<file path="src/core/tiop_defines.svh">
`ifndef TIOP_DEFINES_SVH
`define TIOP_DEFINES_SVH

// Geometry
`define TIOP_PINS       32
`define TIOP_CNT_W      16
`define TIOP_DIV_W      8
`define TIOP_NUM_CB     6

// Register byte offsets
`define TIOP_OFS_CTRL   8'h00
`define TIOP_OFS_DATA   8'h04
`define TIOP_OFS_COUNT  8'h08
`define TIOP_OFS_TIME   8'h0C
`define TIOP_OFS_TSTAMP 8'h10
`define TIOP_OFS_COND   8'h14
`define TIOP_OFS_STATUS 8'h18
`define TIOP_OFS_MASK   8'h1C
`define TIOP_OFS_FLAGS  8'h20
`define TIOP_OFS_CB_BASE 3'h2

// Status bit positions
`define TIOP_ST_XFER    0
`define TIOP_ST_COND    1
`define TIOP_ST_OVR     2

// Width codes
`define TIOP_W1         3'h0
`define TIOP_W4         3'h1
`define TIOP_W8         3'h2
`define TIOP_W16        3'h3

// Reset values
`define TIOP_CTRL_RST   12'h000
`define TIOP_MASK_RST   3'h0

`endif

</file>
<file path="src/core/tiop_pkg.sv">
package tiop_pkg;

  typedef enum logic [1:0] {
    TIOP_IDLE  = 2'b00,
    TIOP_WAIT  = 2'b01,
    TIOP_SHIFT = 2'b11
  } tiop_xs_e;

  typedef struct packed {
    logic [2:0] cb_sel;
    logic [2:0] wcode;
    logic       strobe_en;
    logic       cond_neq;
    logic       cond_en;
    logic       od;
    logic       dir_out;
    logic       en;
  } tiop_ctrl_s;

  typedef struct packed {
    tiop_xs_e        xs;
    tiop_ctrl_s      ctrl;
    logic [15:0]     cnt;
    logic [15:0]     time_v;
    logic            tm_arm;
    logic [15:0]     tstamp;
    logic [31:0]     cond_v;
    logic [2:0]      sts;
    logic [2:0]      mask;
    logic [31:0]     xfer;
    logic            xfull;
    logic            ivalid;
    logic [31:0]     sr;
    logic [5:0]      nleft;
    logic [31:0]     drv;
    logic [5:1]      cb_src;
    logic [5:1][7:0] cb_div;
    logic [5:1][7:0] cb_cnt;
    logic            ext_q;
    logic            ack;
    logic [31:0]     dat_o;
    logic [31:0]     pin_o;
    logic [31:0]     pin_oe;
    logic            ostb;
    logic            pull_dn;
    logic            irq;
    logic            evt;
  } tiop_st_s;

endpackage

</file>
<file path="src/core/tiop_port.sv">
// The implementer's own choices: register access over Wishbone and the address map.
`timescale 1ns/100ps
`include "tiop_defines.svh"
// Notes on behaviour
// - Widths 1/4/8/16/32; one direction per port
// - Drive pins or sample, optional condition stall
// - Every register access answers in one cycle
// - Open drain: zero drives low, one floats
// - Shift register plus transfer register buffer
// - 16-bit counter times each transfer
// - Counter readable; programmed time defers next transfer
// - Counter captured as timestamp on transfer
// - Enabled link disables port pins
// - Narrower port wins shared pins
// - Transfer always at full width
// - Six clock blocks; block 0 is reference
// - Clock block from 1-bit pin, optional divide
// - Input strobe honoured, output strobe generated
// - After reset port uses clock block 0
// - Pin events go straight to scheduler
// - Pull-downs enabled while in reset
module tiop_port
  import tiop_pkg::*;
(
  // System
  input  wire logic        clk_sys,
  input  wire logic        resetn,
  // Wishbone slave
  input  wire logic        wb_cyc_i,
  input  wire logic        wb_stb_i,
  input  wire logic        wb_we_i,
  input  wire logic [7:0]  wb_adr_i,
  input  wire logic [3:0]  wb_sel_i,
  input  wire logic [31:0] wb_dat_i,
  output logic [31:0]      wb_dat_o,
  output logic             wb_ack_o,
  // Pins
  input  wire logic [31:0] pin_i,
  output logic [31:0]      pin_o,
  output logic [31:0]      pin_oe,
  output logic             pull_dn,
  // External clock and strobes
  input  wire logic        ext_clk_pin,
  input  wire logic        ready_in,
  output logic             output_strobe,
  // Pin sharing
  input  wire logic        link_en,
  input  wire logic [31:0] claim_mask,
  // Events and interrupt
  output logic             sched_event,
  output logic             irq
);

  tiop_st_s st;
  tiop_st_s nxt;

  logic [5:0]  pw;
  logic [5:0]  beats;
  logic [31:0] lanes;
  logic [5:0]  tick;
  logic        ptick;
  logic        ext_edge;
  logic        src_edge;
  logic        req;
  logic        wr;
  logic        rd;
  logic        cond_ok;
  logic        go;
  logic        beat;
  logic [2:0]  sts_set;
  logic [2:0]  sts_clr;
  logic [31:0] rdat;
  logic [2:0]  cbi;

  function automatic logic [31:0] wmerge(input logic [31:0] o, input logic [31:0] n,
                                         input logic [3:0] s);
    logic [31:0] r;
    r = o;
    for (int b = 0; b < 4; b++) begin
      if (s[b]) begin
        r[8*b +: 8] = n[8*b +: 8];
      end
    end
    return r;
  endfunction

  ////////////////////////////////////////////////////////////////////////////
  // Width decode
  always_comb begin
    case (st.ctrl.wcode)
      `TIOP_W1: begin
        pw = 6'd1;
        beats = 6'd32;
      end
      `TIOP_W4: begin
        pw = 6'd4;
        beats = 6'd8;
      end
      `TIOP_W8: begin
        pw = 6'd8;
        beats = 6'd4;
      end
      `TIOP_W16: begin
        pw = 6'd16;
        beats = 6'd2;
      end
      default: begin
        pw = 6'd32;
        beats = 6'd1;
      end
    endcase
    lanes = (pw == 6'd32) ? 32'hFFFFFFFF : ((32'h1 << pw) - 32'h1);
  end

  ////////////////////////////////////////////////////////////////////////////
  // Clock blocks: block 0 ticks every reference cycle
  assign ext_edge = ext_clk_pin & ~st.ext_q;
  always_comb begin
    tick[0] = 1'b1;
    src_edge = 1'b0;
    for (int n = 1; n < `TIOP_NUM_CB; n++) begin
      src_edge = st.cb_src[n] ? ext_edge : 1'b1;
      tick[n] = src_edge && (st.cb_cnt[n] == st.cb_div[n]);
    end
    cbi = (st.ctrl.cb_sel > 3'h5) ? 3'h0 : st.ctrl.cb_sel;
    ptick = tick[cbi];
  end

  ////////////////////////////////////////////////////////////////////////////
  // Bus and sequencer
  assign req = wb_cyc_i & wb_stb_i & ~st.ack;
  assign wr = req & wb_we_i;
  assign rd = req & ~wb_we_i;
  assign cond_ok = st.ctrl.cond_neq ? ((pin_i & lanes) != (st.cond_v & lanes))
                                    : ((pin_i & lanes) == (st.cond_v & lanes));
  assign go = ptick && (!st.tm_arm || st.cnt == st.time_v)
              && (st.ctrl.dir_out || !st.ctrl.cond_en || cond_ok)
              && (st.ctrl.dir_out || !st.ctrl.strobe_en || ready_in);
  assign beat = ptick && (st.ctrl.dir_out || !st.ctrl.strobe_en || ready_in);

  always_comb begin
    case (wb_adr_i)
      `TIOP_OFS_CTRL:   rdat = {20'h0, st.ctrl};
      `TIOP_OFS_DATA:   rdat = st.xfer;
      `TIOP_OFS_COUNT:  rdat = {16'h0, st.cnt};
      `TIOP_OFS_TIME:   rdat = {16'h0, st.time_v};
      `TIOP_OFS_TSTAMP: rdat = {16'h0, st.tstamp};
      `TIOP_OFS_COND:   rdat = st.cond_v;
      `TIOP_OFS_STATUS: rdat = {29'h0, st.sts};
      `TIOP_OFS_MASK:   rdat = {29'h0, st.mask};
      `TIOP_OFS_FLAGS:  rdat = {29'h0, st.tm_arm, st.ivalid, st.xfull};
      default: begin
        if (wb_adr_i[7:5] == `TIOP_OFS_CB_BASE && wb_adr_i[4:2] >= 3'h1
            && wb_adr_i[4:2] <= 3'h5 && wb_adr_i[1:0] == 2'h0) begin
          rdat = {16'h0, st.cb_div[wb_adr_i[4:2]], 7'h0, st.cb_src[wb_adr_i[4:2]]};
        end else begin
          rdat = 32'h0;
        end
      end
    endcase
  end

  always_comb begin
    nxt = st;
    sts_set = 3'h0;
    sts_clr = 3'h0;
    nxt.evt = 1'b0;
    nxt.ext_q = ext_clk_pin;
    nxt.pull_dn = 1'b0;
    nxt.ack = req;
    nxt.dat_o = rd ? rdat : st.dat_o;
    // Clock block dividers
    for (int n = 1; n < `TIOP_NUM_CB; n++) begin
      if (st.cb_src[n] ? ext_edge : 1'b1) begin
        nxt.cb_cnt[n] = tick[n] ? 8'h0 : 8'(st.cb_cnt[n] + 8'h1);
      end
    end
    if (ptick) begin
      nxt.cnt = 16'(st.cnt + 16'h1);
    end
    // Register writes
    if (wr) begin
      case (wb_adr_i)
        `TIOP_OFS_CTRL:
          nxt.ctrl = tiop_ctrl_s'(12'(wmerge({20'h0, st.ctrl}, wb_dat_i, wb_sel_i)));
        `TIOP_OFS_DATA: begin
          nxt.xfer = wmerge(st.xfer, wb_dat_i, wb_sel_i);
          nxt.xfull = 1'b1;
        end
        `TIOP_OFS_TIME: begin
          nxt.time_v = 16'(wmerge({16'h0, st.time_v}, wb_dat_i, wb_sel_i));
          nxt.tm_arm = 1'b1;
        end
        `TIOP_OFS_COND:   nxt.cond_v = wmerge(st.cond_v, wb_dat_i, wb_sel_i);
        `TIOP_OFS_STATUS: sts_clr = wb_sel_i[0] ? wb_dat_i[2:0] : 3'h0;
        `TIOP_OFS_MASK:   nxt.mask = wb_sel_i[0] ? wb_dat_i[2:0] : st.mask;
        default: begin
          if (wb_adr_i[7:5] == `TIOP_OFS_CB_BASE && wb_adr_i[4:2] >= 3'h1
              && wb_adr_i[4:2] <= 3'h5 && wb_adr_i[1:0] == 2'h0) begin
            if (wb_sel_i[0]) begin
              nxt.cb_src[wb_adr_i[4:2]] = wb_dat_i[0];
            end
            if (wb_sel_i[1]) begin
              nxt.cb_div[wb_adr_i[4:2]] = wb_dat_i[15:8];
              nxt.cb_cnt[wb_adr_i[4:2]] = 8'h0;
            end
          end
        end
      endcase
    end
    if (rd && wb_adr_i == `TIOP_OFS_DATA) begin
      nxt.ivalid = 1'b0;
    end
    // Transfer sequencer
    case (st.xs)
      TIOP_IDLE: begin
        if (st.ctrl.en && (!st.ctrl.dir_out || st.xfull)) begin
          nxt.xs = TIOP_WAIT;
        end
      end
      TIOP_WAIT: begin
        if (!st.ctrl.en) begin
          nxt.xs = TIOP_IDLE;
        end else if (go) begin
          nxt.xs = TIOP_SHIFT;
          nxt.tm_arm = 1'b0;
          nxt.nleft = beats;
          nxt.sr = st.ctrl.dir_out ? st.xfer : 32'h0;
          if (st.ctrl.dir_out) begin
            nxt.xfull = 1'b0;
            nxt.tstamp = st.cnt;
          end
          if (!st.ctrl.dir_out && st.ctrl.cond_en) begin
            sts_set[`TIOP_ST_COND] = 1'b1;
            nxt.evt = 1'b1;
          end
        end
      end
      TIOP_SHIFT: begin
        if (beat) begin
          nxt.nleft = 6'(st.nleft - 6'h1);
          if (st.ctrl.dir_out) begin
            nxt.drv = st.sr & lanes;
            nxt.sr = st.sr >> pw;
          end else begin
            nxt.sr = (st.sr >> pw) | ((pin_i & lanes) << (6'd32 - pw));
          end
          if (st.nleft == 6'h1) begin
            nxt.xs = TIOP_IDLE;
            sts_set[`TIOP_ST_XFER] = 1'b1;
            nxt.evt = 1'b1;
            if (!st.ctrl.dir_out) begin
              nxt.xfer = (st.sr >> pw) | ((pin_i & lanes) << (6'd32 - pw));
              nxt.tstamp = st.cnt;
              nxt.ivalid = 1'b1;
              sts_set[`TIOP_ST_OVR] = st.ivalid;
            end
          end
        end
      end
      default: nxt.xs = TIOP_IDLE;
    endcase
    // Set wins over clear
    nxt.sts = (st.sts & ~sts_clr) | sts_set;
    nxt.irq = |(st.sts & st.mask);
    nxt.ostb = st.ctrl.strobe_en & st.ctrl.dir_out & (st.xs == TIOP_SHIFT);
    // Pin drivers
    for (int i = 0; i < `TIOP_PINS; i++) begin
      if (st.ctrl.en && st.ctrl.dir_out && !link_en
          && !claim_mask[i] && lanes[i]) begin
        nxt.pin_oe[i] = st.ctrl.od ? ~st.drv[i] : 1'b1;
        nxt.pin_o[i] = st.ctrl.od ? 1'b0 : st.drv[i];
      end else begin
        nxt.pin_oe[i] = 1'b0;
        nxt.pin_o[i] = 1'b0;
      end
    end
  end

  always_ff @(posedge clk_sys or negedge resetn) begin
    if (!resetn) begin
      st <= '0;
      st.xs <= TIOP_IDLE;
      st.ctrl <= `TIOP_CTRL_RST;
      st.mask <= `TIOP_MASK_RST;
      st.pull_dn <= 1'b1;
    end else begin
      st <= nxt;
    end
  end

  assign wb_dat_o = st.dat_o;
  assign wb_ack_o = st.ack;
  assign pin_o = st.pin_o;
  assign pin_oe = st.pin_oe;
  assign pull_dn = st.pull_dn;
  assign output_strobe = st.ostb;
  assign sched_event = st.evt;
  assign irq = st.irq;
endmodule

</file>
<file path="config.mk">
export PLATFORM = sky130hd
export DESIGN_NAME = tiop_port
export DESIGN_NICKNAME = d
export VERILOG_FILES = /design/src/core/tiop_pkg.sv /design/src/core/tiop_port.sv
export VERILOG_INCLUDE_DIRS = /design/src /design/src/core
export SDC_FILE = /design/constraint.sdc
export NUM_CORES = 1
export LEC_CHECK = 0
export ABC_AREA = 1
export BUFFER_PORTS_ARGS = -buffer_cell sky130_fd_sc_hd__buf_2
export CORE_MARGIN = 2
export CORE_UTILIZATION = 50
export DETAILED_ROUTE_END_ITERATION = 8
export PLACE_DENSITY_LB_ADDON = 0.15
export SETUP_SLACK_MARGIN = 0.3
export SYNTH_ARGS = -nofsm -noshare
export SYNTH_HDL_FRONTEND = slang
export SYNTH_SLANG_ARGS = --single-unit
export TNS_END_PERCENT = 30
</file>
<file path="constraint.sdc">
create_clock -name clk_sys -period 4.2 [get_ports clk_sys]
set_input_delay 0.21 -clock clk_sys [delete_from_list [all_inputs] [get_ports clk_sys]]
set_output_delay 0.21 -clock clk_sys [all_outputs]
set_load 0.01 [all_outputs]
</file>
==> reports/results.ini <==
[logic_synthesis]
synth.ff_latch_count=392
yosysSeqAreaShare=0.4540
synth_area_sq_um=21610
ys.flop_type=dfrtp_1
async_reset_ff_frac=1.000
ys_warn_count=0
syn_avg_cell_area_sq_um=7.743
synth_area_leaders=dfrtp_1 45%, nand2_1 12%, o21ai_0 7.1%
synth_edf_count=0
synth_fp_nets=2917
netlist-cell-type-count=53
synthCells=2791
yosysTopAreaCell=dfrtp_1
synth.top_cell.area_share=0.4528

[route]
met1Wirelength_um=32700
wl_met3_um=5927
drcViolationCount=0
drt-total-wl_um=77240
met2_length_um=34850
vias_per_cell=5.733
top_layer=met4
wl_per_cell_um=21.70
ant_nets=0
drt-pass1-iter-count=6
num_vias=20400
drt_iter0_markers=2306

[clocking]
numCtsBuffers=44
cts_setup_buffers=0
cts.clk_slew.worst_paths_ps=60
cts.path.max_buffers=3
clock_sinks=392
htree_levels=2
cts-root-buf=clkbuf_16
cts_tree=done
clock_latency_ps=580

[die]
io_pins=217
die_y_um=211.9
die_width_um=211.9
fp.dieArea_sq_um=44900
core_area_sq_um=42890
rows=76
initial_core_util=0.5039

[layout]
final_area_sq_um=24610
utilization=0.5738
instances_no_fill=3559
syn_to_final_growth_pct=13.88
final_nets=3069
drive_gt1_frac=0.1325

[global_route]
grt_antenna_before_repair=0
grt_use_total=0.3438
grt_overflow_total=0
grt_max_degree=119
grt_first_pass_wirelength_um=116100
grt_pass1_vias=19180

[place]
placed_area_sq_um=22590
dpl.hpwl_um=57450
dp.cells=3426
io_buffers=216
place.gp.congestion=1.038
pre_cts_ws_ps=534.2

[setup_path]
cp.required_ps=4690
crit_chain=inv_2, nor2_1, inv_1, nor2_1, ha_1, nand3_4, nand3_4, nor2_4, nand2_1, nand2_1, nand4_1, nor2_1, nand3_1, nand3_2, nand2_2, nand2_4, nand2_8, inv_8, nand2_1, o21ai_1
crit_type=reg2reg
path_max_fanout=61
max_stage_delay_ps=480
reg2reg_to=st[239]
crit_path_end_kind=register
worstRegToRegCells=20
cp_top_family=simple AND/OR/NAND/NOR gates
reg2reg_slack_ps=610
cp_slowest_cell=dfrtp_1
arrival_ps=4080
cp.buffers_inverters=3
cp-start-kind=register
timing.rr.start=st[385]

[timing]
final-setup-viol-count=0
slew_headroom=0.3118
fin_crit_sh=0.8547
fin_skew_ps=18.88
slew_violations=0
setup_slack_ps=610.4
worst_pin_slew_ps=1030
report.final.hold_viol_count=0
rsz0062_at_grt=no
max_freq_mhz=278.6
final.setup.tns_ps=0
min_period_ps=3590
hold_slack_ps=25.61

[pwr]
vdd_drop_max_uv=319.5
power_mw=9.638
p_leak_nw=11.88
powerDensity_nw_per_um2=391.6

[status]
status=complete, no violations

[worst_hold_path]
min_from=wb_dat_i[4]
whs_path_depth=3
worstHoldPathType=in2reg
hold_end=st[382]

[flow_run]
max_cap_violations=0

[what timing repair did]
item / CTS / global route
hold endpoints to repair: 206 / 0
hold buffers: 56 / 0
resized for setup: 0 / 2
endpoints found under the setup margin: 0 / 36
[worst max path at each step]
stage,startpoint,endpoint,cells after the start
5_1_grt,st[385],st[239],20
4_1_cts,st[385],st[239],20
3_3_place_gp,st[385],st[251],20
3_5_place_dp,st[385],st[242],20
6_report,st[385],st[239],20
2_1_floorplan,st[386],st[335],24
[cell type report]
class	count	area, sq um
multi-input combinational	1869	9392
antenna	1	2.502
sequential	392	9812
inverter	325	1227
fill	4034	18280
clock buffer	63	1295
clock inverter	13	155.1
timing repair buffer	311	1994
tap	585	732.0
[power breakdown]
part / internal (mW) / switching, mW / leakage [nW]
Clock: 2.32 / 1.59 / 0.720
Combinational: 0.567 / 0.844 / 6.18
Sequential: 4.03 / 0.285 / 4.98
Total: 6.92 / 2.72 / 11.9
[routing by layer]
metal / up-vias / global-route usage
met5: - / 0
met4: 0 / 0.1508
met3: 188 / 0.05845
met2: 1005 / 0.5423
met1: 9752 / 0.4675
li1: 9457 / -
[registers in the layout (all words and copies together) (netlist names)]
register	count
wb_dat_o	32
output_strobe	1
pin_oe	32
pin_o	32
irq	1
sched_event	1
wb_ack_o	1
st	291
pull_dn	1
[synthesized netlist by cell type, types with 20 or more instances]
cell / count
xnor2_1: 25
o221ai_1: 26
nand3_1: 93
inv_1: 310
or2_2: 23
buf_2: 20
nor3_1: 65
o21ai_0: 308
nand4_1: 38
o21ai_1: 36
a21oi_1: 123
xor2_1: 39
buf_4: 99
nor2_1: 177
dfrtp_1: 391
nand2_1: 690
a221oi_1: 23
o22ai_1: 56
clkbuf_1: 72
[tightest hold or removal path: stages]
cell,delay [ps]
buf_2,120
inv_1,120
o21ai_0,100
[cells by family after synthesis]
group | after synthesis | share of synthesized area
mux | 19 | 0.009437
xor+xnor | 64 | 0.02594
buf+inv | 530 | 0.1123
other cells | 2 | 0.0003475
flops | 392 | 0.4540
fa+ha+maj | 10 | 0.005790
compound gates | 644 | 0.1691
simple gates | 1130 | 0.2232
[layout by cell type (no fill, tap or decap), types with 25 or more instances in the layout]
cell type and n:
a21oi_1 122, buf_2 215, buf_4 35, clkbuf_16 46
dfrtp_1 390, dlygate4sd3_1 56, inv_1 310, nand2_1 690
nand3_1 93, nand4_1 38, nor2_1 177, nor3_1 65
o21ai_0 308, o21ai_1 36, o221ai_1 26, o22ai_1 56
xnor2_1 25, xor2_1 39
Note: power is estimated with default switching activity, not from simulation.
